### src/irq_vector_map.svh
// irq_vector_map.svh: offsets, field positions, reset values and timing for the interrupt unit
// assumes: included by irq_vectoring_unit and context_shadow (not the package) by its bare name
`ifndef IRQ_VECTOR_MAP_SVH
`define IRQ_VECTOR_MAP_SVH

// ------------------------------------------------------------
// register byte offsets on the apb bus
// ------------------------------------------------------------
`define OFS_CONTROL        12'h000
`define OFS_FLAGS          12'h004
`define OFS_ENABLES        12'h008
`define OFS_STATUS         12'h00C
`define OFS_SHADOW_ACC     12'h010
`define OFS_SHADOW_STATUS  12'h014
`define OFS_SHADOW_BANK    12'h018
`define OFS_SHADOW_PTR     12'h01C
`define OFS_SHADOW_PCLATCH 12'h020
`define OFS_FLAG_CLEAR     12'h024
`define SHADOW_BANK_NUM    5'd31

// ------------------------------------------------------------
// field positions
// ------------------------------------------------------------
`define CTL_GIE_BIT        7
`define CTL_PERIPHERAL_GROUP_IRQ_ENABLE_BIT       6
`define CTL_EDGE_BIT       0
`define NUM_PERIPH         8

// ------------------------------------------------------------
// reset values and constants
// ------------------------------------------------------------
`define CONTROL_RESET      8'h01
`define IRQ_VECTOR         16'h0004
`define STATUS_SAVE_MASK   8'hE7
`define QUARTER_PHASES     2'd3

`endif

### src/irq_vector_pkg.sv
// irq_vector_pkg.sv: types shared by the interrupt vectoring unit
// assumes: the map header is on the include path
package irq_vector_pkg;

    typedef struct packed {
        logic [7:0]  acc;
        logic [7:0]  status;
        logic [5:0]  bank;
        logic [15:0] ptr;
        logic [6:0]  pclatch;
    } core_context_s;

    typedef struct packed {
        logic        vector_req;
        logic [15:0] vector_addr;
        logic        flush;
        logic        push_pc;
        logic        pop_pc;
        logic        restore;
    } core_redirect_s;

    typedef enum logic [3:0] {
        ST_RUN      = 4'b0001,
        ST_ENTRY    = 4'b0010,
        ST_SLEEP    = 4'b0100,
        ST_WAKE_ONE = 4'b1000
    } seq_state_e;

endpackage : irq_vector_pkg

### src/irq_vectoring_unit.sv
// irq_vectoring_unit.sv: interrupt flags, enables, vector redirection and context shadowing
// assumes: apb master on clk; core presents context, q1 strobe, sleep and return requests
//
// Design decisions made here: the placing of the registers and the APB slave port.
`timescale 1ns/100ps
`default_nettype none
module irq_vectoring_unit
    import irq_vector_pkg::*;
(
    input  wire logic                          clk,
    input  wire logic                          srst,
    input  wire logic                          psel,
    input  wire logic                          penable,
    input  wire logic                          pwrite,
    input  wire logic [11:0]                   paddr,
    input  wire logic [31:0]                   pwdata,
    output logic [31:0]                        prdata,
    output logic                               pready,
    output logic                               pslverr,
    input  wire logic [7:0]                    periph_events,
    input  wire logic                          ext_pin,
    input  wire logic                          q1_strobe,
    input  wire logic                          sleep_req,
    input  wire logic                          instr_done,
    input  wire logic                          return_from_interrupt,
    input  wire irq_vector_pkg::core_context_s live_ctx,
    output irq_vector_pkg::core_redirect_s     redirect,
    output irq_vector_pkg::core_context_s      restore_ctx,
    output logic                               sleeping
);
`include "irq_vector_map.svh"

    // ------------------------------------------------------------
    // declarations
    // ------------------------------------------------------------
    logic                 global_irq_enable;
    logic                 peripheral_group_irq_enable;
    logic                 ext_pin_edge_select;
    logic                 ext_pin_irq_enable;
    logic                 ext_pin_irq_flag;
    logic [7:0]           source_irq_enables;
    logic [7:0]           flag_register_one;
    logic                 pin_edge;
    logic                 wake_pending;
    logic                 take_irq;
    logic                 sw_wr;
    logic                 sw_rd;
    logic                 shadow_wr;
    logic [2:0]           shadow_sel;
    logic                 addr_ok;
    logic                 ctl_wr;
    logic                 ena_wr;
    logic                 clr_wr;
    logic                 entry_now;
    logic                 setup_cyc;
    logic                 setup_rd;
    logic                 periph_pending;
    logic                 pin_pending;
    // reset image of the control register
    localparam logic [7:0] CONTROL_INIT = `CONTROL_RESET;
    seq_state_e           state;
    core_context_s        shadow;

    function automatic logic is_addr(input logic [11:0] a, input logic [11:0] ofs);
        is_addr = (a == ofs);
    endfunction : is_addr

    // word-aligned shadow window
    function automatic logic is_shadow(input logic [11:0] a);
        is_shadow = (a >= `OFS_SHADOW_ACC) && (a <= `OFS_SHADOW_PCLATCH)
                    && (a[1:0] == 2'b00);
    endfunction : is_shadow

    // mapped register offsets
    function automatic logic reg_known(input logic [11:0] a);
        if (a == `OFS_CONTROL) begin
            reg_known = 1'b1;
        end else if (a == `OFS_FLAGS) begin
            reg_known = 1'b1;
        end else if (a == `OFS_ENABLES) begin
            reg_known = 1'b1;
        end else if (a == `OFS_STATUS) begin
            reg_known = 1'b1;
        end else if (a == `OFS_FLAG_CLEAR) begin
            reg_known = 1'b1;
        end else begin
            reg_known = is_shadow(a);
        end
    endfunction : reg_known

    // ------------------------------------------------------------
    // pending logic
    // ------------------------------------------------------------
    // gated request before the global enable
    assign periph_pending = |(flag_register_one & source_irq_enables)
                            & peripheral_group_irq_enable;
    assign pin_pending    = ext_pin_irq_flag & ext_pin_irq_enable;
    assign wake_pending   = periph_pending | pin_pending;
    assign take_irq       = global_irq_enable & wake_pending & q1_strobe;
    // a return in the same cycle wins over entry
    assign entry_now      = take_irq & (state == ST_RUN) & ~return_from_interrupt;

    assign sw_wr      = psel & penable & pwrite;
    assign sw_rd      = psel & penable & ~pwrite;
    assign setup_cyc  = psel & ~penable;
    assign setup_rd   = setup_cyc & ~pwrite;
    assign ctl_wr     = sw_wr & is_addr(paddr, `OFS_CONTROL);
    assign ena_wr     = sw_wr & is_addr(paddr, `OFS_ENABLES);
    assign clr_wr     = sw_wr & is_addr(paddr, `OFS_FLAG_CLEAR);
    assign addr_ok    = reg_known(paddr);
    assign shadow_sel = 3'((paddr - `OFS_SHADOW_ACC) >> 2);
    assign shadow_wr  = sw_wr & is_shadow(paddr);

    // ------------------------------------------------------------
    // edge detect and shadows
    // ------------------------------------------------------------
    pin_edge_sync u_pin (
        .clk         (clk),
        .srst        (srst),
        .pin         (ext_pin),
        .edge_select (ext_pin_edge_select),
        .edge_seen   (pin_edge)
    );

    context_shadow u_shadow (
        .clk      (clk),
        .srst     (srst),
        .save     (entry_now),
        .live_ctx (live_ctx),
        .wr_sel   (shadow_sel),
        .wr_en    (shadow_wr && !entry_now),
        .wr_data  (pwdata[15:0]),
        .shadow   (shadow)
    );

    // ------------------------------------------------------------
    // enables
    // ------------------------------------------------------------
    // group enable
    always_ff @(posedge clk) begin
        if (srst) begin
            peripheral_group_irq_enable <= 1'b0;
        end else if (ctl_wr) begin
            peripheral_group_irq_enable <= pwdata[`CTL_PERIPHERAL_GROUP_IRQ_ENABLE_BIT];
        end
    end

    // edge select, rising after reset
    always_ff @(posedge clk) begin
        if (srst) begin
            ext_pin_edge_select <= CONTROL_INIT[`CTL_EDGE_BIT];
        end else if (ctl_wr) begin
            ext_pin_edge_select <= pwdata[`CTL_EDGE_BIT];
        end
    end

    // per-source enables
    always_ff @(posedge clk) begin
        if (srst) begin
            source_irq_enables <= 8'h00;
        end else if (ena_wr) begin
            source_irq_enables <= pwdata[7:0];
        end
    end

    // pin enable
    always_ff @(posedge clk) begin
        if (srst) begin
            ext_pin_irq_enable <= 1'b0;
        end else if (ena_wr) begin
            ext_pin_irq_enable <= pwdata[8];
        end
    end

    // global enable: cleared on entry, set on return, else software
    always_ff @(posedge clk) begin
        if (srst) begin
            global_irq_enable <= 1'b0;
        end else if (entry_now) begin
            global_irq_enable <= 1'b0;
        end else if (return_from_interrupt) begin
            global_irq_enable <= 1'b1;
        end else if (ctl_wr) begin
            global_irq_enable <= pwdata[`CTL_GIE_BIT];
        end
    end

    // ------------------------------------------------------------
    // flags: set wins over clear
    // ------------------------------------------------------------
    always_ff @(posedge clk) begin
        if (srst) begin
            flag_register_one <= 8'h00;
        end else if (clr_wr) begin
            flag_register_one <= (flag_register_one & ~pwdata[7:0]) | periph_events;
        end else begin
            flag_register_one <= flag_register_one | periph_events;
        end
    end

    // pin flag
    always_ff @(posedge clk) begin
        if (srst) begin
            ext_pin_irq_flag <= 1'b0;
        end else if (clr_wr) begin
            ext_pin_irq_flag <= (ext_pin_irq_flag & ~pwdata[8]) | pin_edge;
        end else begin
            ext_pin_irq_flag <= ext_pin_irq_flag | pin_edge;
        end
    end

    // ------------------------------------------------------------
    // sequencer: run, entry, sleep, wake
    // ------------------------------------------------------------
    always_ff @(posedge clk) begin
        if (srst) begin
            state    <= ST_RUN;
            redirect <= '0;
        end else begin
            redirect <= '0;
            case (state)
                ST_RUN: begin
                    if (return_from_interrupt) begin
                        redirect.pop_pc  <= 1'b1;
                        redirect.restore <= 1'b1;
                    end else if (take_irq) begin
                        redirect.flush       <= 1'b1;
                        redirect.push_pc     <= 1'b1;
                        redirect.vector_req  <= 1'b1;
                        redirect.vector_addr <= `IRQ_VECTOR;
                        state                <= ST_ENTRY;
                    end else if (sleep_req) begin
                        state    <= ST_SLEEP;
                    end
                end
                ST_ENTRY: begin
                    state <= ST_RUN;
                end
                ST_SLEEP: begin
                    if (wake_pending) begin
                        state    <= ST_WAKE_ONE;
                    end
                end
                ST_WAKE_ONE: begin
                    if (instr_done) begin
                        state <= ST_RUN;
                    end
                end
                default: state <= ST_RUN;
            endcase
        end
    end

    // sleep level towards the core
    always_ff @(posedge clk) begin
        if (srst) begin
            sleeping <= 1'b0;
        end else if (state == ST_RUN) begin
            sleeping <= sleep_req & ~return_from_interrupt & ~take_irq;
        end else if (state == ST_SLEEP && wake_pending) begin
            sleeping <= 1'b0;
        end
    end

    // context driven back to the core on return
    always_ff @(posedge clk) begin
        if (srst) begin
            restore_ctx <= '0;
        end else if (return_from_interrupt && state == ST_RUN) begin
            restore_ctx <= shadow;
        end
    end

    // ------------------------------------------------------------
    // apb slave: one wait-free access phase
    // ------------------------------------------------------------
    always_ff @(posedge clk) begin
        if (srst) begin
            pready <= 1'b0;
        end else begin
            pready <= setup_cyc;
        end
    end

    // unmapped offsets answer with an error
    always_ff @(posedge clk) begin
        if (srst) begin
            pslverr <= 1'b0;
        end else begin
            pslverr <= setup_cyc & ~addr_ok;
        end
    end

    always_ff @(posedge clk) begin
        if (srst) begin
            prdata <= 32'h0000_0000;
        end else if (setup_rd) begin
            prdata <= 32'h0000_0000;
            if (is_addr(paddr, `OFS_CONTROL)) begin
                prdata[`CTL_GIE_BIT]  <= global_irq_enable;
                prdata[`CTL_PERIPHERAL_GROUP_IRQ_ENABLE_BIT] <= peripheral_group_irq_enable;
                prdata[`CTL_EDGE_BIT] <= ext_pin_edge_select;
            end else if (is_addr(paddr, `OFS_FLAGS)) begin
                prdata[8:0] <= {ext_pin_irq_flag, flag_register_one};
            end else if (is_addr(paddr, `OFS_ENABLES)) begin
                prdata[8:0] <= {ext_pin_irq_enable, source_irq_enables};
            end else if (is_addr(paddr, `OFS_STATUS)) begin
                prdata[3:0] <= state;
                prdata[4]   <= wake_pending;
            end else if (is_addr(paddr, `OFS_SHADOW_ACC)) begin
                prdata[7:0] <= shadow.acc;
            end else if (is_addr(paddr, `OFS_SHADOW_STATUS)) begin
                prdata[7:0] <= shadow.status;
            end else if (is_addr(paddr, `OFS_SHADOW_BANK)) begin
                prdata[5:0] <= shadow.bank;
            end else if (is_addr(paddr, `OFS_SHADOW_PTR)) begin
                prdata[15:0] <= shadow.ptr;
            end else if (is_addr(paddr, `OFS_SHADOW_PCLATCH)) begin
                prdata[6:0] <= shadow.pclatch;
            end
        end
    end

    logic unused_ok;
    assign unused_ok = sw_rd;
endmodule : irq_vectoring_unit
`default_nettype wire

### src/pin_edge_sync.sv
// pin_edge_sync.sv: synchronises the external interrupt pin and detects the selected edge
// assumes: pin is asynchronous to clk; edge_select comes from clk-domain logic
`timescale 1ns/100ps
`default_nettype none
module pin_edge_sync (
    input  wire logic clk,
    input  wire logic srst,
    input  wire logic pin,
    input  wire logic edge_select,
    output logic      edge_seen
);
    logic [2:0] sync;
    logic       stable;

    // three flops; a change counts once second and third agree
    always_ff @(posedge clk) begin
        if (srst) begin
            sync   <= 3'b000;
            stable <= 1'b0;
            edge_seen <= 1'b0;
        end else begin
            sync <= {sync[1:0], pin};
            edge_seen <= 1'b0;
            if (sync[1] == sync[2] && sync[2] != stable) begin
                stable    <= sync[2];
                edge_seen <= (sync[2] == edge_select);
            end
        end
    end
endmodule : pin_edge_sync
`default_nettype wire

### src/context_shadow.sv
// context_shadow.sv: shadow copies of the core context, saved on entry, restored on exit
// assumes: save and software write never collide with restore in one cycle
`timescale 1ns/100ps
`default_nettype none
module context_shadow
    import irq_vector_pkg::*;
(
    input  wire logic                          clk,
    input  wire logic                          srst,
    input  wire logic                          save,
    input  wire irq_vector_pkg::core_context_s live_ctx,
    input  wire logic [2:0]                    wr_sel,
    input  wire logic                          wr_en,
    input  wire logic [15:0]                   wr_data,
    output irq_vector_pkg::core_context_s      shadow
);
`include "irq_vector_map.svh"

    always_ff @(posedge clk) begin
        if (srst) begin
            shadow <= '0;
        end else if (save) begin
            shadow        <= live_ctx;
            shadow.status <= live_ctx.status & `STATUS_SAVE_MASK;
        end else if (wr_en) begin
            case (wr_sel)
                3'd0: shadow.acc     <= wr_data[7:0];
                3'd1: shadow.status  <= wr_data[7:0] & `STATUS_SAVE_MASK;
                3'd2: shadow.bank    <= wr_data[5:0];
                3'd3: shadow.ptr     <= wr_data;
                default: shadow.pclatch <= wr_data[6:0];
            endcase
        end
    end
endmodule : context_shadow
`default_nettype wire

### config.mk
export PLATFORM = sky130hd
export DESIGN_NAME = irq_vectoring_unit
export DESIGN_NICKNAME = d
export VERILOG_FILES = /design/src/irq_vector_pkg.sv /design/src/irq_vectoring_unit.sv /design/src/pin_edge_sync.sv /design/src/context_shadow.sv
export VERILOG_INCLUDE_DIRS = /design/src
export SDC_FILE = /design/constraint.sdc
export NUM_CORES = 1
export LEC_CHECK = 0
export ABC_AREA = 1
export BUFFER_PORTS_ARGS = -buffer_cell sky130_fd_sc_hd__buf_2
export CORE_MARGIN = 2
export CORE_UTILIZATION = 52
export CTS_CLUSTER_DIAMETER = 80
export DETAILED_ROUTE_END_ITERATION = 8
export PLACE_DENSITY = 0.79
export RECOVER_POWER = 100
export SYNTH_ARGS = -nofsm -noshare
export SYNTH_HDL_FRONTEND = slang
export SYNTH_SLANG_ARGS = --single-unit
### constraint.sdc
create_clock -name clk -period 2.1 [get_ports clk]
set_input_delay 0.42 -clock clk [delete_from_list [all_inputs] [get_ports clk]]
set_output_delay 0.42 -clock clk [all_outputs]
set_load 0.05 [all_outputs]
## Word level (Yosys, flattened, before mapping)

Cells that the tools add are included.

| storage, ports and cells | value |
|---|---|
| bits in registers | 156 |

| cells by class | value |
|---|---|
| equality and inequality tests | 23 |
| bitwise logic cells | 34 |
| add/sub/neg operators | 1 |
| reductions and logical operators | 29 |
| order comparisons | 2 |
| multiplexer cells | 62 |

Operator list:

| operator | count |
|---|---|
| two-way mux 7 bit | 14 |
| two-way mux 10 bit | 9 |
| two-way mux 45 bit | 2 |
| two-way mux 8 bit | 8 |
| equality test 12 x 5 -> 1 bit (second input constant) | 4 |
| two-way mux 9 bit | 3 |
| equality test 12 x 4 -> 1 bit (second input constant) | 2 |
| equality test 12 x 6 -> 1 bit (second input constant) | 2 |
| two-way mux 4 bit | 5 |
| two-way mux 19 bit | 1 |
| bitwise AND 1 bit | 18 |
| bitwise AND 8 bit | 2 |
| two-way mux 16 bit | 1 |
| OR 8 bit | 2 |
| nonzero test 2 bit | 7 |
| equality test 12 x 3 -> 1 bit (second input constant) | 1 |
| greater-or-equal comparator 12 x 5 -> 1 bit (second input constant) | 1 |
| less-or-equal comparator 12 x 6 -> 1 bit (second input constant) | 1 |
| logical NOT 12 bit | 1 |
| two-way mux 6 bit | 2 |
| case mux 4 bit (3 select lines) | 1 |
| two-way mux 1 bit | 11 |
| two-way mux 11 bit | 1 |
| two-way mux 5 bit | 2 |
| 25 further kinds | 50 |

## Logic depth before layout (Yosys ltp)

Gate-level depths: netlist (run 1).

| logic depth | value |
|---|---|
| word-level depth | 27 |
| depth in mapped cells | 15 |
| mapped depth without buffers | 15 |

## Hierarchy

Synthesis (run 1) repeated with hierarchy kept, for this count alone.

| unflattened totals | value |
|---|---|
| cell total of the unflattened synthesis | 995 |
| area, all modules | 6831.6 µm² |

Modules (own cells, without submodules):

| module | times used | cells each | sequential area each (µm²) | area an instance (µm²) |
|---|---|---|---|---|
| irq_vectoring_unit | 1 | 663 | 1821.7 | 4593.2 |
| context_shadow | 1 | 306 | 860.8 | 2052.0 |
| pin_edge_sync | 1 | 26 | 100.1 | 186.4 |

## Worst setup path after synthesis (run 1)

Ideal clock, no wire load.

| path | value |
|---|---|
| kind | input port to flip-flop |
| from | input port paddr[8] |
| to | register u_shadow.shadow[26] (netlist name) |
| path slack | 0.259 ns |
| arrival | 1.731 ns |
| required time | 1.989 ns |
| path buffers | 0 |
| setup time | 0.111 ns |
| cell stages on the path | 13 |
| path through | nor2_2 -> nand2_2 -> nor2_4 -> nand2_4 -> inv_2 -> nor2_2 -> nand2_4 -> nor2_8 -> nand2_4 -> nand2_2 -> or2_2 -> nand3_1 -> inv_1 |

| between the ends | value |
|---|---|
| cells in the longest elaborated chain, start to end | 7 |
| elaborated cells on any way between the ends | 8 |
| classes of those cells | order compare (2); bitwise (1); reduce/logical (5) |

Ends and longest elaborated chain:

| item | line | text |
|---|---|---|
| from (decl) | irq_vectoring_unit.sv:15 | `input wire logic [11:0] paddr,` |
| greater-or-equal comparator 12 x 5 -> 1 bit (no line) / less-or-equal comparator 12 x 6 -> 1 bit (equally long branches) | -- |  |
| logical AND 1 bit * (2 in series) | irq_vectoring_unit.sv:70 | `` is_shadow = (a >= `OFS_SHADOW_ACC) && (a <= `OFS_SHADOW_PCLATCH) `` |
| bitwise AND 1 bit * | irq_vectoring_unit.sv:112 | `assign shadow_wr = sw_wr & is_shadow(paddr);` |
| logical AND 1 bit * | irq_vectoring_unit.sv:131 | `.wr_en (shadow_wr && !entry_now),` |
| nonzero test 2 bit (no line) * | -- |  |
| AND reduction 2 bit (no line) * | -- |  |

Mark *: on every way between the ends. The rest lies on a longest branch, timed or not.
A chain may end at the register's enable or synchronous reset.

## Worst setup path in the final report (run 1)

| path | value |
|---|---|
| from | register state[0] |
| to | register sleeping |

| between the ends | value |
|---|---|
| cells in the longest elaborated chain, start to end | 3 |
| elaborated cells on any way between the ends | 5 |
| classes of those cells | eq/ne (2); mux (1); reduce/logical (2) |

Ends and longest elaborated chain:

| item | line | text |
|---|---|---|
| from (decl) | irq_vectoring_unit.sv:61 | `seq_state_e state;` |
| from (signal assigned) | irq_vectoring_unit.sv:217 | `state <= ST_RUN;` |
| from (signal assigned) | irq_vectoring_unit.sv:231 | `state <= ST_ENTRY;` |
| from (signal assigned) | irq_vectoring_unit.sv:233 | `state <= ST_SLEEP;` |
| equality test 4 x 3 -> 1 bit | irq_vectoring_unit.sv:260 | `end else if (state == ST_SLEEP && wake_pending) begin` |
| logical AND 1 bit | irq_vectoring_unit.sv:260 |  |
| nonzero test 2 bit (no line) | -- |  |
| to (signal assigned) | irq_vectoring_unit.sv:259 | `sleeping <= sleep_req & ~return_from_interrupt & ~take_irq;` |
| to (decl) | irq_vectoring_unit.sv:29 | `output logic sleeping` |

Several ways; a longest one is shown, not always the timed one.

==> out/metrics.csv, run 1 <==
metric,value,unit
ys_ff_latch,137,
fin_crit,1940,ps
fin_crit_sh,0.925,
initial_utilization,0.536,
fmax,515,MHz
instances_no_fill,1362,
rsz0062_at_grt,yes,
cp_cell_sequence,inv_1 -> nor4_2 -> buf_4 -> buf_4 -> inv_1 -> nor2_1 -> nand3_1 -> a21oi_1,
crit_path_end_kind,register,
setup_viol_count_final,0,
cp.arrival,2280,ps
antenna_found_initial,0,
top_layer_used,met4,
routed-via-count,7178,
crit_required,2440,ps
clk_latency,430,ps
dpl-instance-area,0.00782,mm²
hold_path_depth,3,
detail-route-antenna-nets,0,
clock_skew,5.74,ps
clkTransAtPathRegs,60,ps
startpoint_type,register,
min_to,u_pin.sync[0]$_SDFF_PP0_,
cts_buffer_depth,2,
path_buf_inv,4,
postSynthCellCount,1007,
wl_met2,9.14,mm
path_class,register to register,
cts-root-buf,clkbuf_16,
crit_slowest_cell,dfxtp_1,
r2r-end,sleeping$_SDFFE_PP0P_,
drv_cap,0,
drv_slew,0,
io_pins,208,
leakagePower,3.87,nW
port_buffers,156,
dp_cells,1330,
routed_wl,20.0,mm
grt_pass1_vias,6501,
power_density,738,mW/mm²
wl_met1,8.65,mm
seq_area_frac_synth,0.404,
outcome,"complete, no violations",
die_h,118,µm
ys.flop_type,dfxtp_1,
insertedDiodeCount,0,
hold_class,input pin to register,
grt_overflow_total,0,
finalHoldViolations,0,
dpl_worst_slack,-78.0,ps
drive_above_1_share,0.162,
vias_per_cell,5.27,
max_stage_delay,350,ps
syn_to_final_growth,21.8,%
path_depth,8,
ir_worst_vdd,0.551,mV
hpwl,14.9,mm
gp_congestion,0.931,
cts_hold_buffers,0,
critPathTopFamily,buffers and inverters,
setup_slack,157,ps
htreeDepth,4,
slew_headroom,0.414,
drtIter0Drc,734,
grt_max_degree,44,
die_area,0.0140,mm²
grt_pass1_wl,31.5,mm
numCtsBuffers,17,
fin_nets,1284,
max_slew.worst_pin.slew,879,ps
r2r_start,state[0]$_SDFFE_PP1P_,
row_count,41,
drc,0,
synth_area,0.00680,mm²
wl_per_cell,14.7,µm
synth_cell_type_count,34,
synth_edf_count,0,
clock-sinks,137,
r2r_cells,8,
syn_avg_cell_area,6.75,µm²
chipWidth,118,µm
stdcell_area,0.00828,mm²
hold_start,ext_pin,
grt_use_total,0.283,
core-area,0.0127,mm²
yosysWarnings,0,
crit_fanout,27,
r2r_setup_slack,160,ps
drt_pass1_iterations,5,
startpoint,state[0]$_SDFFE_PP1P_,
async_flop_share,0,
wl_met3,1.76,mm
cts_tree,done,
-- cell usage after synthesis (all sizes together) (2+ instances only) --
cell / count / area (µm²)
nand2: 230 / 911
nand3: 171 / 856
dfxtp: 137 / 2740
inv: 126 / 475
a21oi: 103 / 515
o21ai: 66 / 334
buf: 60 / 392
nor2: 58 / 282
clkbuf: 26 / 97.6
nor3: 6 / 35.0
or2: 6 / 37.5
nand4: 5 / 31.3
a211oi: 2 / 15.0
clkinv: 2 / 7.51
o211ai: 2 / 15.0
o21bai: 2 / 15.0
-- layout by cell type, fill, tap and decap left out, types with 2 or more instances in the layout --
cell type  Yosys  layout
buf_2         13      88
clkinv_2       0       4
inv_1        120     120
o21ai_0       55      54
bufinv_16      0       2
nor2_4         5       4
nand4_1        5       5
nor3_1         5       6
nor2_1        48      50
clkinv_1       2       2
conb_1         1      33
dfxtp_1      137     137
o211ai_1       2       2
nand3_1      171     171
a211oi_1       2       2
o21bai_1       2       2
buf_6          1       3
buf_12         0       2
nand2_2        7       7
nand2_4        4       4
o21ai_1       10      11
a21oi_1      103     103
clkbuf_16      0      17
nor2_2         4       3
inv_2          5       5
nand2_1      219     219
clkbuf_1      26      77
or2_2          6       6
buf_4         38      39
-- cell families (layout without fill, tap and decap cells) --
kind of cell | count (synthesis) | count (layout) | synth area share
DFF | 137 | 137 | 0.404
and+or+nand+nor | 479 | 479 | 0.320
AOI/OAI and AO/OA | 176 | 176 | 0.133
buffers and inverters | 214 | 365 | 0.143
other | 1 | 33 | 0.000552
-- power breakdown --
group / switching (mW) / internal [mW] / leakage (nW) / total (mW)
Clock: 1.10 / 1.77 / 0.272 / 2.87
Sequential: 0.0187 / 2.63 / 1.11 / 2.64
Combinational: 0.452 / 0.141 / 2.49 / 0.593
Total: 1.57 / 4.54 / 3.87 / 6.11
-- worst max-delay path by stage --
stage | to | slack, ps
final | sleeping$_SDFFE_PP0P_ | 160
after global routing | u_shadow.shadow[2]$_SDFFE_PP0P_ | -20
after CTS | u_shadow.shadow[22]$_SDFFE_PP0P_ | 150
after detailed placement | u_shadow.shadow[7]$_SDFFE_PP0P_ | -80
after global placement | u_shadow.shadow[12]$_SDFFE_PP0P_ | -6
after floorplan | u_shadow.shadow[26]$_SDFFE_PP0P_ | 260
-- per-stage QoR --
stage / power (mW) / utilization / hold WS [ps] / TNS [ps]
floorplan: 3.12 / - / 388 / 0
global placement: 3.27 / 0.617 / 393 / -14.2
detailed placement: 3.28 / 0.617 / 395 / -375
CTS: 6.11 / 0.661 / 190 / 0
global route: 6.27 / 0.653 / 194 / -127
finish: 6.11 / 0.653 / 196 / 0
-- tightest hold or removal path, cell delays in order --
cell,delay (ps)
buf_2,80
inv_1,30
nor2_1,60
-- final cells by class --
cell class	count	area, µm²
clock inverters	8	96.3
well taps	172	215
fillers	1217	4390
clock buffers	24	462
flip-flops and latches	137	2740
repair buffers	205	1090
multi-input cells	688	3190
inverters	128	483
-- routing by layer --
layer | vias up | global-route usage
met4 | 0 | 0.120
met2 | 342 | 0.453
met1 | 3260 | 0.365
met5 | - | 0
li1 | 3535 | -
met3 | 41 | 0.0647
-- what timing repair did --
| item | CTS | global route |
|---|---|---|
| buffers inserted | 0 | 0 |
| resized for setup | 0 | 4 |
| endpoints found under the setup margin | 0 | 34 |
-- sequential cells by signal (all words and copies together) (netlist names), 2 cells and up --
register and flops:
u_pin.sync 3, prdata 16, restore_ctx 43, source_irq_enables 8, state 4, u_shadow.shadow 43
flag_register_one 8, redirect 2
No activity file was read; power rests on OpenSTA's default activity.
==> inputs of run 2 (changes only) <==
SYNTH_HIERARCHICAL = 1   (was not set)
==> run 2 against run 1 <==
  * Utilization up 1.6 points
  * Hold slack gained 17 ps
  * Routed wire length increased by 5.9%
  * Synthesized area up 0.53%
  * Fmax down 3.7%
  * Register-to-register slack worse by 70 ps
  * Worst setup slack worse by 75 ps
  * Synthesized cell count shrank 1.2%
  * Sequential power increased by 2%
  * Power is 1.1% lower
  * Global-route usage rose by 1.3 points
  * Non-clock buffer count grew 4
  * Critical endpoint is now u_shadow/shadow[42]$_SDFFE_PP0P_
==> out/metrics.csv, run 2 <==
metric,value,unit,change
outcome,"complete, no violations",,
fin_crit,2020,ps,+74.9 ps
crit_fanout,5,,-81%
async_flop_share,0,,unchanged
power_density,710,mW/mm²,-3.9%
clkTransAtPathRegs,60,ps,about the same
htreeDepth,4,,unchanged
io_pins,208,,unchanged
max_slew.worst_pin.slew,742,ps,-137 ps
leakagePower,3.57,nW,-7.7%
clock-sinks,139,,+1.5%
ir_worst_vdd,0.488,mV,-11%
detail-route-antenna-nets,0,,unchanged
drc,0,,unchanged
gp_congestion,0.987,,+6.0%
dpl-instance-area,0.00788,mm²,+0.80%
path_class,register to register,,
yosysTopAreaCell,dfxtp_1,,
initial_utilization,0.537,,+0.000690
die_h,119,µm,+0.26%
instances_no_fill,1356,,-0.44%
drt_pass1_iterations,5,,unchanged
synth_area_leaders,"dfxtp_1 (41%), nand2_1 (16%), a21oi_1 (10%)",,
fmax,496,MHz,-3.7%
yosysWarnings,6,,+6
drv_cap,0,,unchanged
cts-root-buf,clkbuf_16,,
crit_required,2400,ps,-40 ps
synth_commonest_cells,"nand2_1 (287), dfxtp_1 (139), a21oi_1 (137)",,
fin_nets,1280,,-0.31%
reg.largest.list,"restore_ctx: 45 flops, u_shadow/shadow: 43 flops, prdata: 16 flops",,
synth_area,0.00683,mm²,+0.53%
grt_use_total,0.296,,+0.0128
hold_class,input pin to register,,
row_count,41,,unchanged
final_common_cell,nand2_1,,
synth_top_area_frac,0.407,,+0.00372
syn_avg_cell_area,6.87,µm²,+1.7%
crit_path_end_kind,register,,
routed-via-count,7210,,+0.45%
finalHoldViolations,0,,unchanged
ys_ff_latch,139,,+1.5%
fin_crit_sh,0.961,,+0.0357
setup_viol_count_final,0,,unchanged
seq_area_frac_synth,0.407,,+0.00372
drtIter0Drc,668,,-9.0%
cts_buffer_depth,2,,unchanged
layout_common_cells,"nand2_1 (276), dfxtp_1 (137), a21oi_1 (129)",,
clock_skew,5.45,ps,-0.288 ps
stdcell_area,0.00851,mm²,+2.8%
cts_hold_buffers,0,,unchanged
postSynthCellCount,995,,-1.2%
synth_edf_count,0,,unchanged
synth_most_common_cell,nand2_1,,
wl_per_cell,15.6,µm,+6.3%
largest_reg_flops,45,,
drive_above_1_share,0.198,,+0.0356
dp_cells,1321,,-0.68%
port_buffers,158,,+1.3%
grt_overflow_total,0,,unchanged
routed_wl,21.2,mm,+5.9%
hpwl,15.2,mm,+2.2%
cts_tree,done,,
grt_max_degree,68,,+55%
core-area,0.0127,mm²,+0.40%
slew_headroom,0.505,,+0.0911
ys.flop_type,dfxtp_1,,
syn_to_final_growth,24.6,%,
startpoint_type,register,,
cp.arrival,2320,ps,+40 ps
numCtsBuffers,17,,unchanged
grt_pass1_vias,6642,,+2.2%
top_register,restore_ctx,,
grt_pass1_wl,33.1,mm,+5.0%
clk_latency,420,ps,about the same
chipWidth,119,µm,+0.26%
antenna_found_initial,1,,+1
die_area,0.0141,mm²,+0.52%
synth_cell_type_count,38,,+12%
vias_per_cell,5.32,,+0.89%
drv_slew,0,,unchanged
## run 2: cell types whose count changed after synthesis, sizes merged, moves of 3 or more
| cell | previous run | this run |
|---|---|---|
| buf | 60 | 57 |
| inv | 126 | 100 |
| nand3 | 171 | 114 |
| nand2 | 230 | 297 |
| a21oi | 103 | 141 |
| nor2 | 58 | 45 |
| nand4 | 5 | 9 |
| o21ai | 66 | 41 |
## run 2: stage by stage
| stage | setup TNS (ps) | power [mW] | setup WS, ps | hold slack, ps | utilization |
|---|---|---|---|---|---|
| floorplan | 0 | 3.21 | 39.6 | 388 | - |
| global placement | -4670 | 3.39 | -177 | 394 | 0.620 |
| detailed placement | -8330 | 3.40 | -262 | 397 | 0.620 |
| CTS | 0 | 6.05 | 11.3 | 207 | 0.664 |
| global route | -243 | 6.25 | -32.3 | 232 | 0.669 |
| finish | 0 | 6.04 | 82.0 | 213 | 0.669 |
## run 2: cell type report
type	instances	area [µm²]
Timing Repair Buffer	209	1190
Inverter	101	387
Antenna cell	1	2.50
Sequential cell	139	2790
Clock inverter	2	10.0
Clock buffer	27	513
Tap cell	172	215
Multi-Input combinational cell	705	3410
Fill cell	1157	4210
## run 2: path summary, 6_finish.rpt
path | depth (start not counted) | startpoint | slack (ps) | endpoint
worst max-delay path | 16 | flag_register_one[6]$_SDFF_PP0_ | 80 | u_shadow/shadow[42]$_SDFFE_PP0P_
worst min-delay path | 3 | ext_pin | 210 | u_pin/sync[0]$_SDFF_PP0_
worst max register to register | 16 | flag_register_one[6]$_SDFF_PP0_ | 80 | u_shadow/shadow[42]$_SDFFE_PP0P_
worst min register to register | 2 | u_pin/sync[0]$_SDFF_PP0_ | 400 | u_pin/sync[1]$_SDFF_PP0_
## run 2: cell families (layout without fill, tap and decap cells)
| logic type | after synthesis | after routing | synth area share |
|---|---|---|---|
| AO/OA/AOI/OAI | 189 | 189 | 0.143 |
| buffers and inverters | 182 | 339 | 0.131 |
| flip-flops | 139 | 139 | 0.407 |
| other | 2 | 34 | 0.00110 |
| AND/OR/NAND/NOR | 483 | 483 | 0.318 |
## run 2: critical path: stages (launching register included)
cell and delay, ps:
dfxtp_2 320, a22o_1 220, nor2_1 80, nand2_1 80
nand2_2 80, nand2_2 60, nand3_2 80, nor2_2 50
nand2_2 130, nand3_2 100, inv_4 100, inv_2 50
nor2_4 150, nand2_4 100, buf_6 140, nand3_1 90
a21oi_2 70
## run 2: layer usage
layer,up-vias,track usage,part of all wire
met3,70,0.0589,0.091
met1,3262,0.393,0.42
met5,-,0,0
li1,3503,-,-
met2,375,0.455,0.45
met4,0,0.150,0.044
## run 2: timing repair
| item | 4_1_cts | 5_1_grt |
|---|---|---|
| cloned | 0 | 1 |
| setup endpoints to repair | 31 | 84 |
| gates resized for setup | 12 | 31 |
| pin swaps | 0 | 4 |
| setup buffers | 0 | 4 |
| hold endpoints to repair | 0 | 0 |
## run 2: power breakdown
part | leakage [nW] | total [mW] | switching [mW] | internal [mW]
Sequential | 1.12 | 2.69 | 0.0209 | 2.67
Clock | 0.259 | 2.68 | 1.04 | 1.64
Combinational | 2.19 | 0.668 | 0.493 | 0.176
Total | 3.57 | 6.04 | 1.56 | 4.48
==> inputs of run 3 (changes only) <==
CORE_UTILIZATION = 55   (was 52)
PLACE_DENSITY = 0.83   (was 0.79)
clock period = 2.4 ns   (was 2.1 ns; I/O delays follow)
==> run 3 against run 2 <==
  * Count of clock-buffer cells in the layout decreased by 3
  * Clock skew decreased by 0.52 ps
  * Routed wire length decreased by 4.3%
  * Final cell count decreased by 2.3%
  * Critical path depth decreased by 9
  * Utilization increased by 0.57 points
  * Global-route usage increased by 0.80 points
  * Non-clock buffer count decreased by 28
  * Sequential cell count unchanged
  * Combinational power decreased by 19%
  * Register-to-register slack improved by 80 ps
  * Fmax decreased by 9.7%
  * Largest power group is now clock
  * Highest routed layer unchanged
==> out/metrics.csv, run 3 (synthesis results as in run 2) <==
metric,value,unit,change
grt_overflow_total,0,,unchanged
path_class,register to register,,
grt_max_degree,60,,-12%
setup_viol_count_final,0,,unchanged
grt_pass1_wl,31.0,mm,-6.3%
vias_per_cell,5.34,,+0.48%
final_common_cell,nand2_1,,
fillers,1115,,-3.6%
crit_path_end_kind,register,,
fin_crit,2230,ps,+216 ps
numCtsBuffers,17,,unchanged
setup_tns,0,ps,unchanged
fin_nets,1252,,-2.2%
io_pins,208,,unchanged
cts_buffer_depth,2,,unchanged
clock_skew,4.93,ps,-0.517 ps
drc,0,,unchanged
largest_reg_flops,45,,unchanged
cts_resized,0,,-12
ir_worst_vdd,0.355,mV,-27%
drive_above_1_share,0.162,,-0.0353
row_count,40,,-2.4%
slew_headroom,0.216,,-0.289
wl_met2,9.11,mm,-4.1%
drv_cap,0,,unchanged
r2r_cells,7,,-9
drt_pass1_iterations,6,,+1
crit_fanout,48,,+43
clock-sinks,139,,unchanged
max_stage_delay,500,ps,+180 ps
wl_met1,8.60,mm,-2.8%
grt_pass1_vias,6126,,-7.8%
hold_class,input pin to register,,
startpoint_type,register,,
cts_hold_buffers,0,,unchanged
outcome,"complete, no violations",,
fin_crit_sh,0.931,,-0.0302
leakagePower,3.40,nW,-4.7%
crit_required,2660,ps,+260 ps
antenna_found_initial,0,,-1
core-area,0.0121,mm²,-5.2%
fmax,448,MHz,-9.7%
hold_path_depth,3,,unchanged
cp_cell_sequence,inv_1 -> nor4_1 -> buf_4 -> nand2_1 -> buf_4 -> nand2_1 -> a21oi_1,,
postCtsSetupRepairBufs,0,,unchanged
detail-route-antenna-nets,0,,unchanged
chipWidth,115,µm,-2.7%
max_slew.worst_pin.slew,1180,ps,+433 ps
whs,254,ps,+41.0 ps
drv_slew,0,,unchanged
top_layer_used,met4,,
instances_no_fill,1325,,-2.3%
dpl_worst_slack,-10.6,ps,+252 ps
setup_slack,166,ps,+84.2 ps
r2r-end,restore_ctx[42]$_SDFFE_PP0P_,,
routed_wl,20.3,mm,-4.3%
crit_slowest_cell,buf_4,,
clk_latency,430,ps,about the same
r2r_start,state[0]$_SDFFE_PP1P_,,
clkTransAtPathRegs,60,ps,about the same
grt_use_total,0.304,,+0.00797
multiInputGateArea,0.00329,mm²,-3.5%
drtIter0Drc,770,,+15%
dp_cells,1294,,-2.0%
power_density,664,mW/mm²,-6.5%
die_h,115,µm,-2.7%
wl_met3,1.87,mm,-3.1%
initial_utilization,0.566,,+0.0294
cts-root-buf,clkbuf_16,,
hold_start,ext_pin,,
hpwl,14.5,mm,-5.1%
syn_to_final_growth,19.1,%,
die_area,0.0133,mm²,-5.3%
top_register,restore_ctx,,
cp.arrival,2490,ps,+170 ps
cts_tree,done,,
min_to,u_pin/sync[0]$_SDFF_PP0_,,
htreeDepth,4,,unchanged
wl_per_cell,15.3,µm,-2.1%
finalHoldViolations,0,,unchanged
gp_congestion,0.997,,+1.0%
insertedDiodeCount,0,,-1
layout_common_cells,"nand2_1 (277), dfxtp_1 (139), a21oi_1 (138)",,
reg.largest.list,"restore_ctx: 45 flops, u_shadow/shadow: 43 flops, prdata: 16 flops",,
port_buffers,158,,unchanged
routed-via-count,7079,,-1.8%
r2r_setup_slack,170,ps,+80 ps
seq_area,0.00278,mm²,about the same
-- run 3: routing by layer --
metal	GRT usage	vias up
li1	-	3458
met1	0.406	3187
met2	0.473	378
met3	0.0638	56
met4	0.139	0
met5	0	-
-- run 3: how the worst max path moves through the flow --
stage	to	slack, ps	startpoint
global placement	u_shadow/shadow[28]$_SDFFE_PP0P_	30	paddr[1]
finish	restore_ctx[42]$_SDFFE_PP0P_	170	state[0]$_SDFFE_PP1P_
floorplan	u_shadow/shadow[24]$_SDFFE_PP0P_	280	paddr[8]
CTS	u_shadow/shadow[0]$_SDFFE_PP0P_	20	flag_register_one[6]$_SDFF_PP0_
global route	u_shadow/shadow[9]$_SDFFE_PP0P_	-10	flag_register_one[5]$_SDFF_PP0_
detailed placement	u_shadow/shadow[27]$_SDFFE_PP0P_	-10	paddr[1]
-- run 3: per-stage QoR --
step / power [mW] / instance area [µm²] / utilization
2_1_floorplan: 2.81 / 6950 / -
3_3_place_gp: 2.94 / 7660 / 0.635
3_5_place_dp: 2.94 / 7660 / 0.635
4_1_cts: 5.44 / 8230 / 0.682
5_1_grt: 5.58 / 8140 / 0.675
6_report: 5.40 / 8140 / 0.675
-- run 3: worst max-delay path: cells and delay by family, from the launching register on --
kind	cells	cell delay, ps
AND/OR/NAND/NOR	3	610
AO/OA/AOI/OAI	1	60
flip-flops	1	430
buffers and inverters	3	910
-- run 3: layout make-up --
type,instances,area share
clock buffers,24,0.0629
clock inverters,7,0.00769
inverters,101,0.0469
multi-input cells,705,0.404
flip-flops and latches,139,0.342
well taps,168,0.0258
repair buffers,181,0.111
-- run 3: power breakdown --
group | switching [mW] | internal (mW)
clock network | 0.939 | 1.57
registers | 0.0183 | 2.33
logic | 0.419 | 0.121
total | 1.38 | 4.03
